<file path="src/btd_pkg.sv">
package btd_pkg;

	// ==========================================================
	// Register map (byte addresses, one aligned word each)
	localparam logic [7:0] BTD_CTRL_OFS   = 8'h00;
	localparam logic [7:0] BTD_FREQ_OFS   = 8'h04;
	localparam logic [7:0] BTD_DUTY_OFS   = 8'h08;
	localparam logic [7:0] BTD_PORT_OFS   = 8'h0C;
	localparam logic [7:0] BTD_STATUS_OFS = 8'h10;

	// ==========================================================
	// Field positions
	localparam int BTD_CTRL_GATE_BIT  = 0;
	localparam int BTD_CTRL_OE_BIT    = 1;
	localparam int BTD_PORT_DATA_BIT  = 0;
	localparam int BTD_PORT_DIR_BIT   = 1;
	localparam int BTD_STAT_TONE_BIT  = 0;
	localparam int BTD_STAT_PIN_BIT   = 1;
	localparam int BTD_STAT_OVR_BIT   = 2;
	localparam int BTD_STAT_DUTY_LSB  = 4;
	localparam int BTD_STAT_CNT_LSB   = 8;

	// ==========================================================
	// Reset values
	localparam logic       BTD_GATE_RST     = 1'b0;
	localparam logic       BTD_OE_RST       = 1'b0;
	localparam logic [2:0] BTD_FREQ_RST     = 3'h0;
	localparam logic [2:0] BTD_DUTY_RST     = 3'h0;
	localparam logic       BTD_PORT_DATA_RST = 1'b0;
	localparam logic       BTD_PORT_DIR_RST = 1'b0;

	// ==========================================================
	// Tone timing, period and high time counted in oscillator half cycles
	localparam int         BTD_OSC_FREQ_HZ   = 32768;
	localparam int         BTD_BURST_DIV     = 128;
	localparam logic [6:0] BTD_BURST_LAST    = 7'(BTD_BURST_DIV - 1);
	localparam logic [5:0] BTD_PERIOD_BASE   = 6'h10;
	localparam logic [5:0] BTD_PERIOD_STEP   = 6'h04;
	localparam logic [5:0] BTD_HIGH_BASE_LO  = 6'h08;
	localparam logic [5:0] BTD_HIGH_BASE_HI  = 6'h0C;

endpackage

</file>
<file path="src/btd_tone_shaper.sv">
`timescale 1ns/100ps

module btd_tone_shaper
	import btd_pkg::*;
(
	// Clock and reset
	input  wire logic       pclk,
	input  wire logic       presetn,
	// Control
	input  wire logic       run,
	input  wire logic       half_tick,
	input  wire logic [2:0] freq_sel,
	input  wire logic [2:0] duty_sel,
	// Tone
	output logic            tone_level,
	output logic [5:0]      half_count
);

	// ==========================================================
	// State
	typedef struct packed {
		logic [5:0] cnt;
		logic       level;
	} btd_shaper_t;

	btd_shaper_t st_reg;
	btd_shaper_t st_next;
	logic [5:0]  period_half;
	logic [5:0]  high_half;
	logic [5:0]  cnt_inc;

	// Period and high time per select code, in half cycles
	always_comb begin
		period_half = (BTD_PERIOD_BASE + 6'(BTD_PERIOD_STEP * freq_sel[1:0])) << freq_sel[2];
		if (freq_sel[1] == 1'b0) begin
			high_half = 6'(BTD_HIGH_BASE_LO - {3'h0, duty_sel}) << freq_sel[2];
		end else begin
			high_half = 6'(BTD_HIGH_BASE_HI - {3'h0, duty_sel}) << freq_sel[2];
		end
	end

	// Free running counter, high while count below high time
	always_comb begin
		st_next = st_reg;
		cnt_inc = st_reg.cnt + 6'h01;
		if (!run) begin
			st_next.cnt   = 6'h00;
			st_next.level = 1'b0;
		end else if (half_tick) begin
			if (cnt_inc >= period_half) begin
				st_next.cnt = 6'h00;
			end else begin
				st_next.cnt = cnt_inc;
			end
			st_next.level = (st_next.cnt < high_half);
		end
	end

	// Register
	always_ff @(posedge pclk or negedge presetn) begin
		if (!presetn) begin
			st_reg <= '0;
		end else begin
			st_reg <= st_next;
		end
	end

	assign tone_level = st_reg.level;
	assign half_count = st_reg.cnt;

endmodule

</file>
<file path="src/btd_top.sv">
// Notes on behaviour
// - The tone generator runs only while the clock-gate bit is 1 and is held cleared and silent otherwise.
// - The divider steps on the low-speed oscillator and a 256 Hz burst tick is that clock over 128.
// - With output enable at 1 the tone drives the shared pin and port direction and data are ignored.
// - With output enable at 0 the shared pin is a plain port under its own direction and data.
// - The tone runs freely and is not aligned to enable writes, so a short pulse may appear.
// - The tone divides the 32.768 kHz oscillator by one of eight ratios from a 3-bit select.
// - Codes 0 to 7 give 4096.0, 3276.8, 2730.7, 2340.6, 2048.0, 1638.4, 1365.3, 1170.3 Hz.
// - A 3-bit duty select gives eight levels, code 0 widest and loudest, code 7 narrowest.
// - High fraction is (8 - duty)/16 or (8 - duty)/20 for the two shortest period groups.
// - High fraction is (12 - duty)/24 or (12 - duty)/28 for the two longest period groups.
// - Duty is high time over the sum of high and low time in one tone period.
// - While the envelope override is active its level replaces the duty select field.
// - Reset clears clock gate, output enable, frequency select and duty select to 0.
//
// Added by the designer: the APB interface to the registers and the register offsets.
`timescale 1ns/100ps

module btd_top
	import btd_pkg::*;
(
	// Clock and reset
	input  wire logic        pclk,
	input  wire logic        presetn,
	// APB slave
	input  wire logic        psel,
	input  wire logic        penable,
	input  wire logic        pwrite,
	input  wire logic [7:0]  paddr,
	input  wire logic [31:0] pwdata,
	input  wire logic [3:0]  pstrb,
	output logic [31:0]      prdata,
	output logic             pready,
	output logic             pslverr,
	// Oscillator and envelope override
	input  wire logic        low_speed_osc_clock,
	input  wire logic        duty_override_en,
	input  wire logic [2:0]  duty_override_level,
	// Shared port pin
	input  wire logic        shared_port_pin_in,
	output logic             shared_port_pin_out,
	output logic             shared_port_pin_oe,
	// Burst timing
	output logic             burst_tick_256
);

	// ==========================================================
	// State of the block
	typedef struct packed {
		logic        tone_clock_gate;
		logic        tone_output_enable;
		logic [2:0]  tone_freq_select;
		logic [2:0]  tone_duty_select;
		logic        port_data;
		logic        shared_pin_direction_ctrl;
		logic        osc_prev;
		logic [6:0]  burst_cnt;
		logic        burst_tick;
		logic        pin_out;
		logic        pin_oe;
		logic        ack;
		logic        err;
		logic [31:0] rdata;
	} btd_state_t;

	btd_state_t st_reg;
	btd_state_t st_next;

	// Internal nets
	logic        osc_rise;
	logic        half_tick;
	logic [2:0]  duty_eff;
	logic        tone_level;
	logic [5:0]  half_count;
	logic        acc_start;
	logic        acc_done;
	logic        addr_ok;
	logic [31:0] rd_word;

	// ==========================================================
	// Oscillator edges: both edges are half-cycle ticks
	always_comb begin
		osc_rise  = low_speed_osc_clock & ~st_reg.osc_prev;
		half_tick = (low_speed_osc_clock ^ st_reg.osc_prev) & st_reg.tone_clock_gate;
	end

	// Envelope level replaces the duty field while active
	always_comb begin
		if (duty_override_en) begin
			duty_eff = duty_override_level;
		end else begin
			duty_eff = st_reg.tone_duty_select;
		end
	end

	// ==========================================================
	// Tone divider and duty shaper
	btd_tone_shaper u_shaper (
		.pclk       (pclk),
		.presetn    (presetn),
		.run        (st_reg.tone_clock_gate),
		.half_tick  (half_tick),
		.freq_sel   (st_reg.tone_freq_select),
		.duty_sel   (duty_eff),
		.tone_level (tone_level),
		.half_count (half_count)
	);

	// ==========================================================
	// APB decode
	always_comb begin
		acc_start = psel & penable & ~st_reg.ack;
		acc_done  = psel & penable & st_reg.ack;
		addr_ok   = (paddr == BTD_CTRL_OFS) || (paddr == BTD_FREQ_OFS)
			|| (paddr == BTD_DUTY_OFS) || (paddr == BTD_PORT_OFS)
			|| (paddr == BTD_STATUS_OFS);
	end

	// Read multiplexer
	always_comb begin
		rd_word = 32'h0000_0000;
		case (paddr)
			BTD_CTRL_OFS: begin
				rd_word[BTD_CTRL_GATE_BIT] = st_reg.tone_clock_gate;
				rd_word[BTD_CTRL_OE_BIT]   = st_reg.tone_output_enable;
			end
			BTD_FREQ_OFS: begin
				rd_word[2:0] = st_reg.tone_freq_select;
			end
			BTD_DUTY_OFS: begin
				rd_word[2:0] = st_reg.tone_duty_select;
			end
			BTD_PORT_OFS: begin
				rd_word[BTD_PORT_DATA_BIT] = st_reg.port_data;
				rd_word[BTD_PORT_DIR_BIT]  = st_reg.shared_pin_direction_ctrl;
			end
			BTD_STATUS_OFS: begin
				rd_word[BTD_STAT_TONE_BIT] = tone_level;
				rd_word[BTD_STAT_PIN_BIT]  = shared_port_pin_in;
				rd_word[BTD_STAT_OVR_BIT]  = duty_override_en;
				rd_word[BTD_STAT_DUTY_LSB +: 3] = duty_eff;
				rd_word[BTD_STAT_CNT_LSB +: 6]  = half_count;
			end
			default: begin
				rd_word = 32'h0000_0000;
			end
		endcase
	end

	// ==========================================================
	// Next state
	always_comb begin
		st_next = st_reg;

		// Bus handshake: answer one cycle into the access phase
		st_next.ack = acc_start;
		if (acc_start) begin
			st_next.err   = ~addr_ok;
			st_next.rdata = (pwrite || !addr_ok) ? 32'h0000_0000 : rd_word;
		end else begin
			st_next.err   = 1'b0;
			st_next.rdata = 32'h0000_0000;
		end

		// Register writes land on the completing edge
		if (acc_done && pwrite && pstrb[0]) begin
			case (paddr)
				BTD_CTRL_OFS: begin
					st_next.tone_clock_gate    = pwdata[BTD_CTRL_GATE_BIT];
					st_next.tone_output_enable = pwdata[BTD_CTRL_OE_BIT];
				end
				BTD_FREQ_OFS: begin
					st_next.tone_freq_select = pwdata[2:0];
				end
				BTD_DUTY_OFS: begin
					st_next.tone_duty_select = pwdata[2:0];
				end
				BTD_PORT_OFS: begin
					st_next.port_data                 = pwdata[BTD_PORT_DATA_BIT];
					st_next.shared_pin_direction_ctrl = pwdata[BTD_PORT_DIR_BIT];
				end
				default: begin
					st_next.port_data = st_reg.port_data;
				end
			endcase
		end

		// Oscillator sample for edge detection
		st_next.osc_prev = low_speed_osc_clock;

		// 256 Hz burst tick from rising oscillator edges
		st_next.burst_tick = 1'b0;
		if (!st_reg.tone_clock_gate) begin
			st_next.burst_cnt = 7'h00;
		end else if (osc_rise) begin
			if (st_reg.burst_cnt == BTD_BURST_LAST) begin
				st_next.burst_cnt  = 7'h00;
				st_next.burst_tick = 1'b1;
			end else begin
				st_next.burst_cnt = st_reg.burst_cnt + 7'h01;
			end
		end

		// Shared pin: tone overrides port settings, no alignment to enable
		if (st_reg.tone_output_enable) begin
			st_next.pin_out = tone_level;
			st_next.pin_oe  = 1'b1;
		end else begin
			st_next.pin_out = st_reg.port_data;
			st_next.pin_oe  = st_reg.shared_pin_direction_ctrl;
		end
	end

	// ==========================================================
	// State register
	always_ff @(posedge pclk or negedge presetn) begin
		if (!presetn) begin
			st_reg                           <= '0;
			st_reg.tone_clock_gate           <= BTD_GATE_RST;
			st_reg.tone_output_enable        <= BTD_OE_RST;
			st_reg.tone_freq_select          <= BTD_FREQ_RST;
			st_reg.tone_duty_select          <= BTD_DUTY_RST;
			st_reg.port_data                 <= BTD_PORT_DATA_RST;
			st_reg.shared_pin_direction_ctrl <= BTD_PORT_DIR_RST;
		end else begin
			st_reg <= st_next;
		end
	end

	// ==========================================================
	// Outputs, all from flops
	assign prdata              = st_reg.rdata;
	assign pready              = st_reg.ack;
	assign pslverr             = st_reg.err;
	assign shared_port_pin_out = st_reg.pin_out;
	assign shared_port_pin_oe  = st_reg.pin_oe;
	assign burst_tick_256      = st_reg.burst_tick;

endmodule

</file>
<file path="config.mk">
export PLATFORM = sky130hd
export DESIGN_NAME = btd_top
export DESIGN_NICKNAME = d
export VERILOG_FILES = /design/src/btd_pkg.sv /design/src/btd_tone_shaper.sv /design/src/btd_top.sv
export SDC_FILE = /design/constraint.sdc
export NUM_CORES = 1
export LEC_CHECK = 0
export BUFFER_PORTS_ARGS = -buffer_cell sky130_fd_sc_hd__buf_2
export CORE_UTILIZATION = 35
export DETAILED_ROUTE_END_ITERATION = 6
export SLEW_MARGIN = 5
export SYNTH_ARGS = -nofsm -noshare
export SYNTH_HDL_FRONTEND = slang
export SYNTH_SLANG_ARGS = --single-unit
</file>
<file path="constraint.sdc">
create_clock -name pclk -period 3.7 [get_ports pclk]
set_clock_uncertainty 0.15 [all_clocks]
set_input_delay 0.37 -clock pclk [delete_from_list [all_inputs] [get_ports pclk]]
set_output_delay 0.37 -clock pclk [all_outputs]
set_load 0.005 [all_outputs]
</file>
* Yosys cells after proc, flatten, opt, wreduce, memory -nomap -nowiden
Cells that the tools add are included.
** Cells by class
- $mul :: 0
- Muxes and demuxes :: 19
- Shift-type cells :: 3
- Bitwise gates (word level) :: 9
- Reductions and logical operators :: 13
- Equal/unequal tests :: 7
- Divide/modulo/power cells :: 0
- Add/sub/neg operators :: 5
- Magnitude comparators :: 2
** Operators by type and width (number)
- 33-bit two-way mux :: 1
- 6-bit two-way mux :: 5
- 7-bit two-way mux :: 4
- 6-bit by 1-bit left shift with 6-bit output :: 3
- 8-bit by 4-bit == test with 1-bit output, second input constant :: 2
- 14-bit two-way mux :: 1
- 2-bit case mux with 5 select lines :: 1
- 4-bit by 3-bit subtractor with 5-bit output, first input constant :: 2
- 8-bit by 3-bit == test with 1-bit output, second input constant :: 1
- 8-bit by 5-bit == test with 1-bit output, second input constant :: 1
- 8-bit zero test :: 1
- 8-bit two-way mux :: 1
- 2-bit AND reduction :: 4
- 7-bit by 1-bit adder with 7-bit output, second input constant :: 1
- 7-bit == test, second input constant :: 1
- 5-bit by 4-bit adder with 6-bit output, first input constant :: 1
- 6-bit by 1-bit adder with 6-bit output, second input constant :: 1
- 6-bit greater-or-equal comparator :: 1
- 6-bit less-than comparator :: 1
- 3-bit two-way mux :: 2
- 1-bit AND :: 5
- 1-bit logical OR :: 5
- 2-bit by 1-bit inequality test with 1-bit output, second input constant :: 2
- 1-bit NOT :: 3
- 6 further kinds :: 8
** Storage, ports and cells
- Memories :: 0
- Register bits :: 62
- Output and inout port bits :: 37
- Bits in latches :: 0
- ROM bits :: 0
- Memory bits (writable) :: 0
- Word-level logic and storage cells :: 74

* Longest topological paths before layout
Gate-level depths: netlist of the first run.
- Depth after elaboration :: 9
- Depth in mapped cells :: 14
- Gate-level depth less buffers :: 13

* By module
From an unflattened synthesis of the first run, not the netlist that was laid out.
** Second synthesis, totals
- Cell total of the unflattened synthesis :: 256
- Area total of the unflattened synthesis :: 2593.7 um2
** Modules (own cells, without submodules)
- btd_top :: cells each 169, area an instance 1840.5 um2, instances 1
- btd_tone_shaper :: cells each 87, area an instance 753.2 um2, instances 1

* Worst setup path before layout of the first run
OpenSTA, ideal clock, no wires.
- Path type :: reg2reg
- Start point :: register u_shaper.st_reg (netlist bit u_shaper.half_count[0])
- End point :: register u_shaper.st_reg (netlist bit u_shaper.tone_level)
- Setup time :: 0.127 ns
- Slack :: 0.609 ns
- Buffers on the path :: 1
- Arrival :: 2.814 ns
- Stages on the path, launching flop included :: 15
- Cells stage by stage :: dfrtp_1 ha_1 nand3_1 xor2_1 inv_1 ha_1 nor3_1 a211oi_1 clkbuf_1 nor2b_1 ha_1 o21ai_0 a211o_1 a31oi_1 o21ai_0
** Between the ends
- Word-level cells in the longest chain between the ends :: 8
** Ends and longest elaborated chain
- from (decl) :: RTL line btd_tone_shaper.sv:26 : btd_shaper_t st_reg;
- from (signal assigned) :: RTL line btd_tone_shaper.sv:64 : st_reg <= st_next;
- 6-bit by 1-bit adder with 6-bit output * :: RTL line btd_tone_shaper.sv:45 : cnt_inc = st_reg.cnt + 6'h01;
- 6-bit greater-or-equal comparator :: RTL line btd_tone_shaper.sv:50 : if (cnt_inc >= period_half) begin
- 6-bit two-way mux * :: RTL line btd_tone_shaper.sv:50
- 6-bit two-way mux * :: RTL line btd_tone_shaper.sv:49 : end else if (half_tick) begin
- 6-bit two-way mux * :: RTL line btd_tone_shaper.sv:46 : if (!run) begin
- 6-bit less-than comparator * :: RTL line btd_tone_shaper.sv:55 : st_next.level = (st_next.cnt < high_half);
- 7-bit two-way mux * :: RTL line btd_tone_shaper.sv:49
- 7-bit two-way mux * :: RTL line btd_tone_shaper.sv:46
Mark *: on every way between the ends. The rest lies on a longest branch, timed or not. The select of a mux whose other input is x is not followed.
A chain may end at the register's enable or synchronous reset.

* Final worst setup path of the first run
Same ends and word-level chain as after synthesis.

==> results of run 1 <==
## layer usage
layer | share of wire (%) | routed length [um] | vias to the layer above | GRT usage (%)
met4 | 1.6 | 74 | 0 | 4.92
li1 | - | - | 891 | -
met1 | 50 | 2290 | 862 | 18.6
met5 | 0 | 0 | - | 0
met3 | 3.5 | 162 | 6 | 2.73
met2 | 45 | 2090 | 47 | 19.0
## worst max path at each step
| stage | from | cells after the start | to | slack, ps |
|---|---|---|---|---|
| final | u_shaper.half_count[0] | 14 | u_shaper.tone_level | 580 |
| after global routing | u_shaper.half_count[0] | 14 | u_shaper.tone_level | 260 |
| after CTS | u_shaper.half_count[0] | 14 | u_shaper.tone_level | 550 |
| after detailed placement | u_shaper.half_count[0] | 14 | u_shaper.tone_level | 570 |
| after global placement | u_shaper.half_count[0] | 14 | u_shaper.tone_level | 550 |
| after floorplan | u_shaper.half_count[0] | 14 | u_shaper.tone_level | 610 |
## cell type report
type                    count  area, um^2
clock buffers               6        72.6
clock inverters             2        37.5
fillers                   703        4130
inverters                   5        18.8
multi-input cells         187        1310
flip-flops and latches     42        1050
well taps                  96         120
repair buffers             40         203
## cell usage in the layout, fill, tap and decap left out, drive strengths merged, types with 2 or more instances in the layout
master and count:
dfrtp 42, buf 40, conb 20, nand2 19, nor2 15, ha 14, mux2 14, and2 11
o21ai 9, nand3 8, a21boi 7, mux2i 6, nor3 6, clkbuf 6, xnor2 4, inv 4
or3 4, nand2b 4, a21oi 4, nor2b 3, a31oi 3, nand3b 3, nand4 3, a211o 3
nor4b 3, xor2 2, o21a 2, o2bb2ai 2, a22oi 2, or2 2, nor3b 2, o31ai 2
a21o 2, nand4b 2, and3 2
## cells by family after synthesis
logic type,count (synthesis)
other cells,1
fa+ha+maj,14
xor+xnor,6
simple gates,89
compound gates,38
buf+inv,43
flops,42
mux,20
## report_power, final
group          total (mW)  switching, mW  internal, mW
clock network       0.365          0.164         0.201
logic              0.0714         0.0457        0.0257
registers           0.461       0.000948         0.461
total               0.898          0.210         0.688
## worst reg2reg max path, cell delays in order, from the launching register on
cell,delay (ps)
dfrtp_1,450
ha_1,280
nand3_1,110
xor2_1,240
inv_1,80
ha_1,290
nor3_1,160
a211oi_1,60
buf_4,180
nor2_1,130
ha_1,240
o21ai_0,260
a211o_1,170
a31oi_1,80
o21ai_0,160
## metrics by stage
stage               utilization, %  instances  worst slack [ps]  hold WS, ps
floorplan                        -        272               609        -75.6
global placement              38.9        370               548          336
finish                        40.5        378               578         43.1
CTS                           40.5        378               552         38.0
detailed placement            38.9        370               570          346
global route                  40.5        378               263         40.5
==> run_results.csv, run 1 <==
group,metric,value,unit
hold_path,min_path_cells,1,
worst_setup_path,reg2regPathDepth,14,
clock_network,cts.clk_slew.worst_paths,80,ps
worst_setup_path,r2r-start,"u_shaper.half_count[0]",
clock_network,clock_latency,290,ps
hold_path,hold_path_startpoint,"low_speed_osc_clock",
logic_synthesis,postSynthRegisterBits,42,
die,die-height,87.7,um
clock_network,cts_max_level,2,
worst_setup_path,slowest_delay,450,ps
logic_synthesis,ys_async_sr_fraction,100,%
logic_synthesis,netlist_area,0.00257,mm^2
logic_synthesis,synth_flop_cell,"dfrtp_1",
logic_synthesis,synth_area_per_cell,10.2,um^2
logic_synthesis,synth.distinct_cells,45,
sta,tightest_slew,931,ps
placement,post-dp-hpwl,3460,um
die,dieArea,0.00770,mm^2
sta,rsz0062_at_grt,"no",
drt,dr.pass1.iters,4,
cells_and_area,drive_above_1_share,24.1,%
cells_and_area,largest_reg_flops,18,
logic_synthesis,synth_compound_area_share,9.97,%
global_routing,antenna_found_initial,0,
drt,dr_total_vias,1806,
logic_synthesis,synth_top_family_by_area,"simple AND/OR/NAND/NOR gates",
cells_and_area,area_growth,9.29,%
die,initial_core_util,37.0,%
placement,globalplace.congestion,0.800,
logic_synthesis,synth.top_cells.by_count,"42 x dfrtp_1, 32 x buf_4, 19 x nand2_1",
sta,hold_viol,0,
outcome,outcome,"finished clean",
worst_setup_path,worstPathMaxFanout,12,
worst_setup_path,crit_path_frequent_cell,"ha_1",
logic_synthesis,syn_inst,253,
hold_path,min_path_type,"input pin to flip-flop",
drt,drt_iter0_markers,70,
clock_network,ctsHoldBuffers,0,
logic_synthesis,synth_edf_count,0,
drt,ant_nets,0,
hold_path,min_to,"st_reg[44]",
worst_setup_path,cp_num_buf_inv,2,
worst_setup_path,cp.arrival,3190,ps
drt,remaining_drc_errors,0,
clock_network,post_cts_buffers,0,
flow_run,max_cap_viol_count,0,
worst_setup_path,required,3770,ps
power_and_ir_drop,total_power,0.898,mW
power_and_ir_drop,p_per_area,319,mW/mm^2
sta,finalSetupViolations,0,
sta,timing.fmax,320,MHz
cells_and_area,stdcell_area,0.00281,mm^2
logic_synthesis,synth_adder_area_share,6.81,%
drt,avgViaCountPerCell,4.78,
worst_setup_path,crit_type,"flip-flop to flip-flop",
die,rows,30,
worst_setup_path,crit_path_start_kind,"flip-flop",
global_routing,grt_pass1_vias,1545,
global_routing,grt_pass1_wl,7630,um
die,core,0.00694,mm^2
sta,relSlewSlack,37.9,%
sta,fin_crit,3120,ps
logic_synthesis,yosysMostFrequentCell,"dfrtp_1",
drt,wl_per_cell,12.2,um
logic_synthesis,seq_area_frac_synth,40.9,%
drt,wirelength,4620,um
clock_network,cts_resized,0,
logic_synthesis,synthTopCellsByArea,"dfrtp_1 41%, buf_4 9.3%, ha_1 6.8%, mux2_2 5.3%, nand2_1 2.8%",
cells_and_area,antenna_cells,0,
placement,portBuffers,39,
sta,fin_setup_tns,0,ps
global_routing,grt_overflow,0,
clock_network,cts_tree,"done",
clock_network,numClockSinks,42,
die,die_w,87.7,um
worst_setup_path,r2r_slack,580,ps
worst_setup_path,critical_path.top_delay_family,"adder cells",
worst_setup_path,crit_chain,"ha_1 -> nand3_1 -> xor2_1 -> inv_1 -> ha_1 -> nor3_1 -> a211oi_1 -> buf_4 -> nor2_1 -> ha_1 -> o21ai_0 -> a211o_1 -> a31oi_1 -> o21ai_0",
global_routing,grt_usage,13.0,%
logic_synthesis,yosysTopAreaCellShare,40.9,%
global_routing,grt_max_degree,43,
power_and_ir_drop,ir_worst_vdd,0.131,mV
sta,fin_crit_sh,84.4,%
logic_synthesis,yosysTopAreaCell,"dfrtp_1",
die,io-pin-count,92,
worst_setup_path,regToRegEndpoint,"u_shaper.tone_level",
cells_and_area,fin_nets,350,
worst_setup_path,crit_slowest_cell,"dfrtp_1",
clock_network,root_buffer,"clkbuf_8",
logic_synthesis,synth-simple-area-share,20.4,%
power_and_ir_drop,p_leak,1.39,nW
sta,slew_violations,0,
placement,dpl_cell_area,0.00270,mm^2
clock_network,clk_path_buf_depth,2,
logic_synthesis,synth_mux_area_share,8.75,%
logic_synthesis,synth_xor_area_share,2.04,%
clock_network,cts_buffers,5,
worst_setup_path,critPathCaptureType,"flip-flop",
logic_synthesis,ys.warnings.count,0,
No activity file was read; power rests on OpenSTA's default activity.
==> inputs of run 2 (changes only) <==
==> constraint.sdc (replaced) <==
create_clock -name pclk -period 2.6 [get_ports pclk]
set_clock_uncertainty 0.15 [all_clocks]
set_input_delay 0.26 -clock pclk [delete_from_list [all_inputs] [get_ports pclk]]
set_output_delay 0.26 -clock pclk [all_outputs]
set_load 0.005 [all_outputs]
==> run_results.csv, run 2 (synthesis gave the netlist of run 1 again) <==
group,metric,value,unit
power_and_ir_drop,ir_worst_vdd,0.182,mV
sta,finalSetupViolations,1,
clock_network,root_buffer,"clkbuf_8",
outcome,violations,"setup timing",
drt,wl_per_cell,12.5,um
die,die-height,87.7,um
worst_setup_path,slowest_delay,420,ps
power_and_ir_drop,p_per_area,417,mW/mm^2
clock_network,numClockSinks,42,
hold_path,min_path_type,"input pin to flip-flop",
power_and_ir_drop,p_int,0.981,mW
die,dieArea,0.00770,mm^2
placement,post-dp-hpwl,3730,um
global_routing,grt_overflow,0,
sta,fin_crit,2740,ps
global_routing,grt_pass1_vias,1774,
cells_and_area,regArea,0.00105,mm^2
clock_network,cts_max_level,2,
worst_setup_path,r2r_slack,-140,ps
clock_network,clock_latency,300,ps
worst_setup_path,reg2regPathDepth,13,
cells_and_area,final_common_cell,"dfrtp_1",
worst_setup_path,cp.arrival,2780,ps
global_routing,antenna_found_initial,0,
worst_setup_path,crit_slowest_cell,"dfrtp_1",
worst_setup_path,regToRegEndpoint,"u_shaper.tone_level",
global_routing,grt_pass1_wl,8230,um
hold_path,min_path_cells,2,
worst_setup_path,crit_path_start_kind,"flip-flop",
worst_setup_path,required,2640,ps
clock_network,cts_tree,"done",
global_routing,grt_usage,13.7,%
clock_network,post_cts_buffers,0,
clock_network,cts.clk_slew.worst_paths,80,ps
worst_setup_path,crit_chain,"nand3_2 -> or3_4 -> nand2_2 -> ha_4 -> nor3_1 -> a211oi_1 -> buf_4 -> nor2b_1 -> ha_1 -> o21ai_1 -> a211o_1 -> a31oi_1 -> o21ai_1",
worst_setup_path,critical_path.endpoint,"u_shaper.tone_level",
placement,globalplace.congestion,0.764,
drt,ant_nets,0,
sta,relSlewSlack,64.7,%
clock_network,cts_buffers,5,
cells_and_area,fin_nets,371,
worst_setup_path,r2r-start,"u_shaper.half_count[1]",
sta,slew_violations,0,
die,initial_core_util,37.0,%
placement,dpl_cell_area,0.00288,mm^2
die,rows,30,
drt,drt_iter0_markers,70,
power_and_ir_drop,p_leak,1.50,nW
cells_and_area,multi_input_area,0.00140,mm^2
sta,fin_ws,-139,ps
cells_and_area,stdcell_area,0.00307,mm^2
power_and_ir_drop,combPwrFrac,8.8,%
cells_and_area,drive_above_1_share,33.7,%
drt,remaining_drc_errors,0,
cells_and_area,fill_cells,673,
sta,timing.fmax,365,MHz
sta,fin_setup_tns,-139,ps
worst_setup_path,critPathLaunch,"u_shaper.half_count[1]",
flow_run,max_cap_viol_count,0,
hold_path,hold_path_startpoint,"pwdata[2]",
drt,wirelength,4980,um
drt,dr.pass1.iters,4,
sta,rsz0062_at_grt,"yes",
power_and_ir_drop,pwr-share-seq,51.3,%
cells_and_area,layout_common_cells,"41 x dfrtp_1, 39 x buf_2, 20 x conb_1",
die,core,0.00694,mm^2
sta,fin_crit_sh,105,%
power_and_ir_drop,p_sw_share,23.3,%
power_and_ir_drop,switchingPower,0.298,mW
power_and_ir_drop,total_power,1.28,mW
drt,dr_total_vias,1865,
worst_setup_path,critPathCaptureType,"flip-flop",
worst_setup_path,worstPathMaxFanout,6,
clock_network,clk_path_buf_depth,2,
cells_and_area,antenna_cells,0,
sta,hold_viol,0,
worst_setup_path,crit_path_frequent_cell,"o21ai_1",
cells_and_area,utilization,44.2,%
cells_and_area,largest_reg_flops,18,
die,die_w,87.7,um
sta,tightest_slew,529,ps
die,io-pin-count,92,
placement,portBuffers,39,
drt,avgViaCountPerCell,4.67,
outcome,outcome,"complete, but fails checks",
global_routing,grt_max_degree,43,
cells_and_area,area_growth,19.3,%
power_and_ir_drop,p_clk_share,39.9,%
worst_setup_path,crit_type,"flip-flop to flip-flop",
run 2: cell types whose count changed in the layout (fill, tap and decap cells not counted), moves of 2 or more:
cell	delta
o21ai_1	+5
buf_4	+18
nor3_1	-2
clkinv_2	+2
o21ai_0	-6
dlygate4sd3_1	+2
nand3_1	-2
ha_4	+3
ha_1	-3
nor3_2	+2
run 2: worst min-delay path by stage:
stage | end | slack [ps]
final | st_reg[52] | 50
after global routing | st_reg[49] | 50
after CTS | st_reg[52] | 50
after detailed placement | st_reg[37] | 210
after global placement | st_reg[39] | 210
after floorplan | burst_tick_256 | -190
run 2: area by class of cell:
cell class | instances | share of cell area (%)
clock inverter | 3 | 1.30
timing repair buffer | 61 | 12.0
multi-input combinational | 187 | 45.6
inverter | 5 | 0.611
tap | 96 | 3.91
sequential | 42 | 34.3
clock buffer | 5 | 2.24
run 2: timing repair:
item                                   4_1_cts  5_1_grt
hold buffers                                 2        0
pin swaps                                    6        0
resized for setup                            8        4
setup endpoints to repair                    1        1
gates cloned                                 0        0
endpoints found under the hold margin       43        0
run 2: metal layers:
metal  up-vias  GRT usage, %  wire [um]
li1        931             -          -
met1       899          17.5       2310
met2        28          23.6       2470
met3         7          2.64        125
met4         0          4.02         71
met5         -             0          0
run 2: per-stage QoR:
step                setup slack (ps)  std cells  hold WS (ps)
floorplan                       -250        272          -186
global route                    -306        399          53.5
detailed placement              -219        389           214
CTS                             -136        399          49.1
finish                          -139        399          53.0
global placement                -213        389           212
run 2: critical path, delay by kind of cell (launching register included):
kind | cells | cell delay (ps)
AO/OA/AOI/OAI | 5 | 800
AND/OR/NAND/NOR | 5 | 660
adder cells (fa/ha/maj) | 2 | 440
flip-flops | 1 | 420
buffers and inverters | 1 | 170
run 2: power by group through the flow:
stage	clock network (mW)	logic (mW)	registers (mW)
detailed placement	0	0.108	0.670
CTS	0.525	0.113	0.657
global placement	0	0.106	0.670
global route	0.555	0.127	0.657
finish	0.510	0.112	0.657
floorplan	0	0.0775	0.670
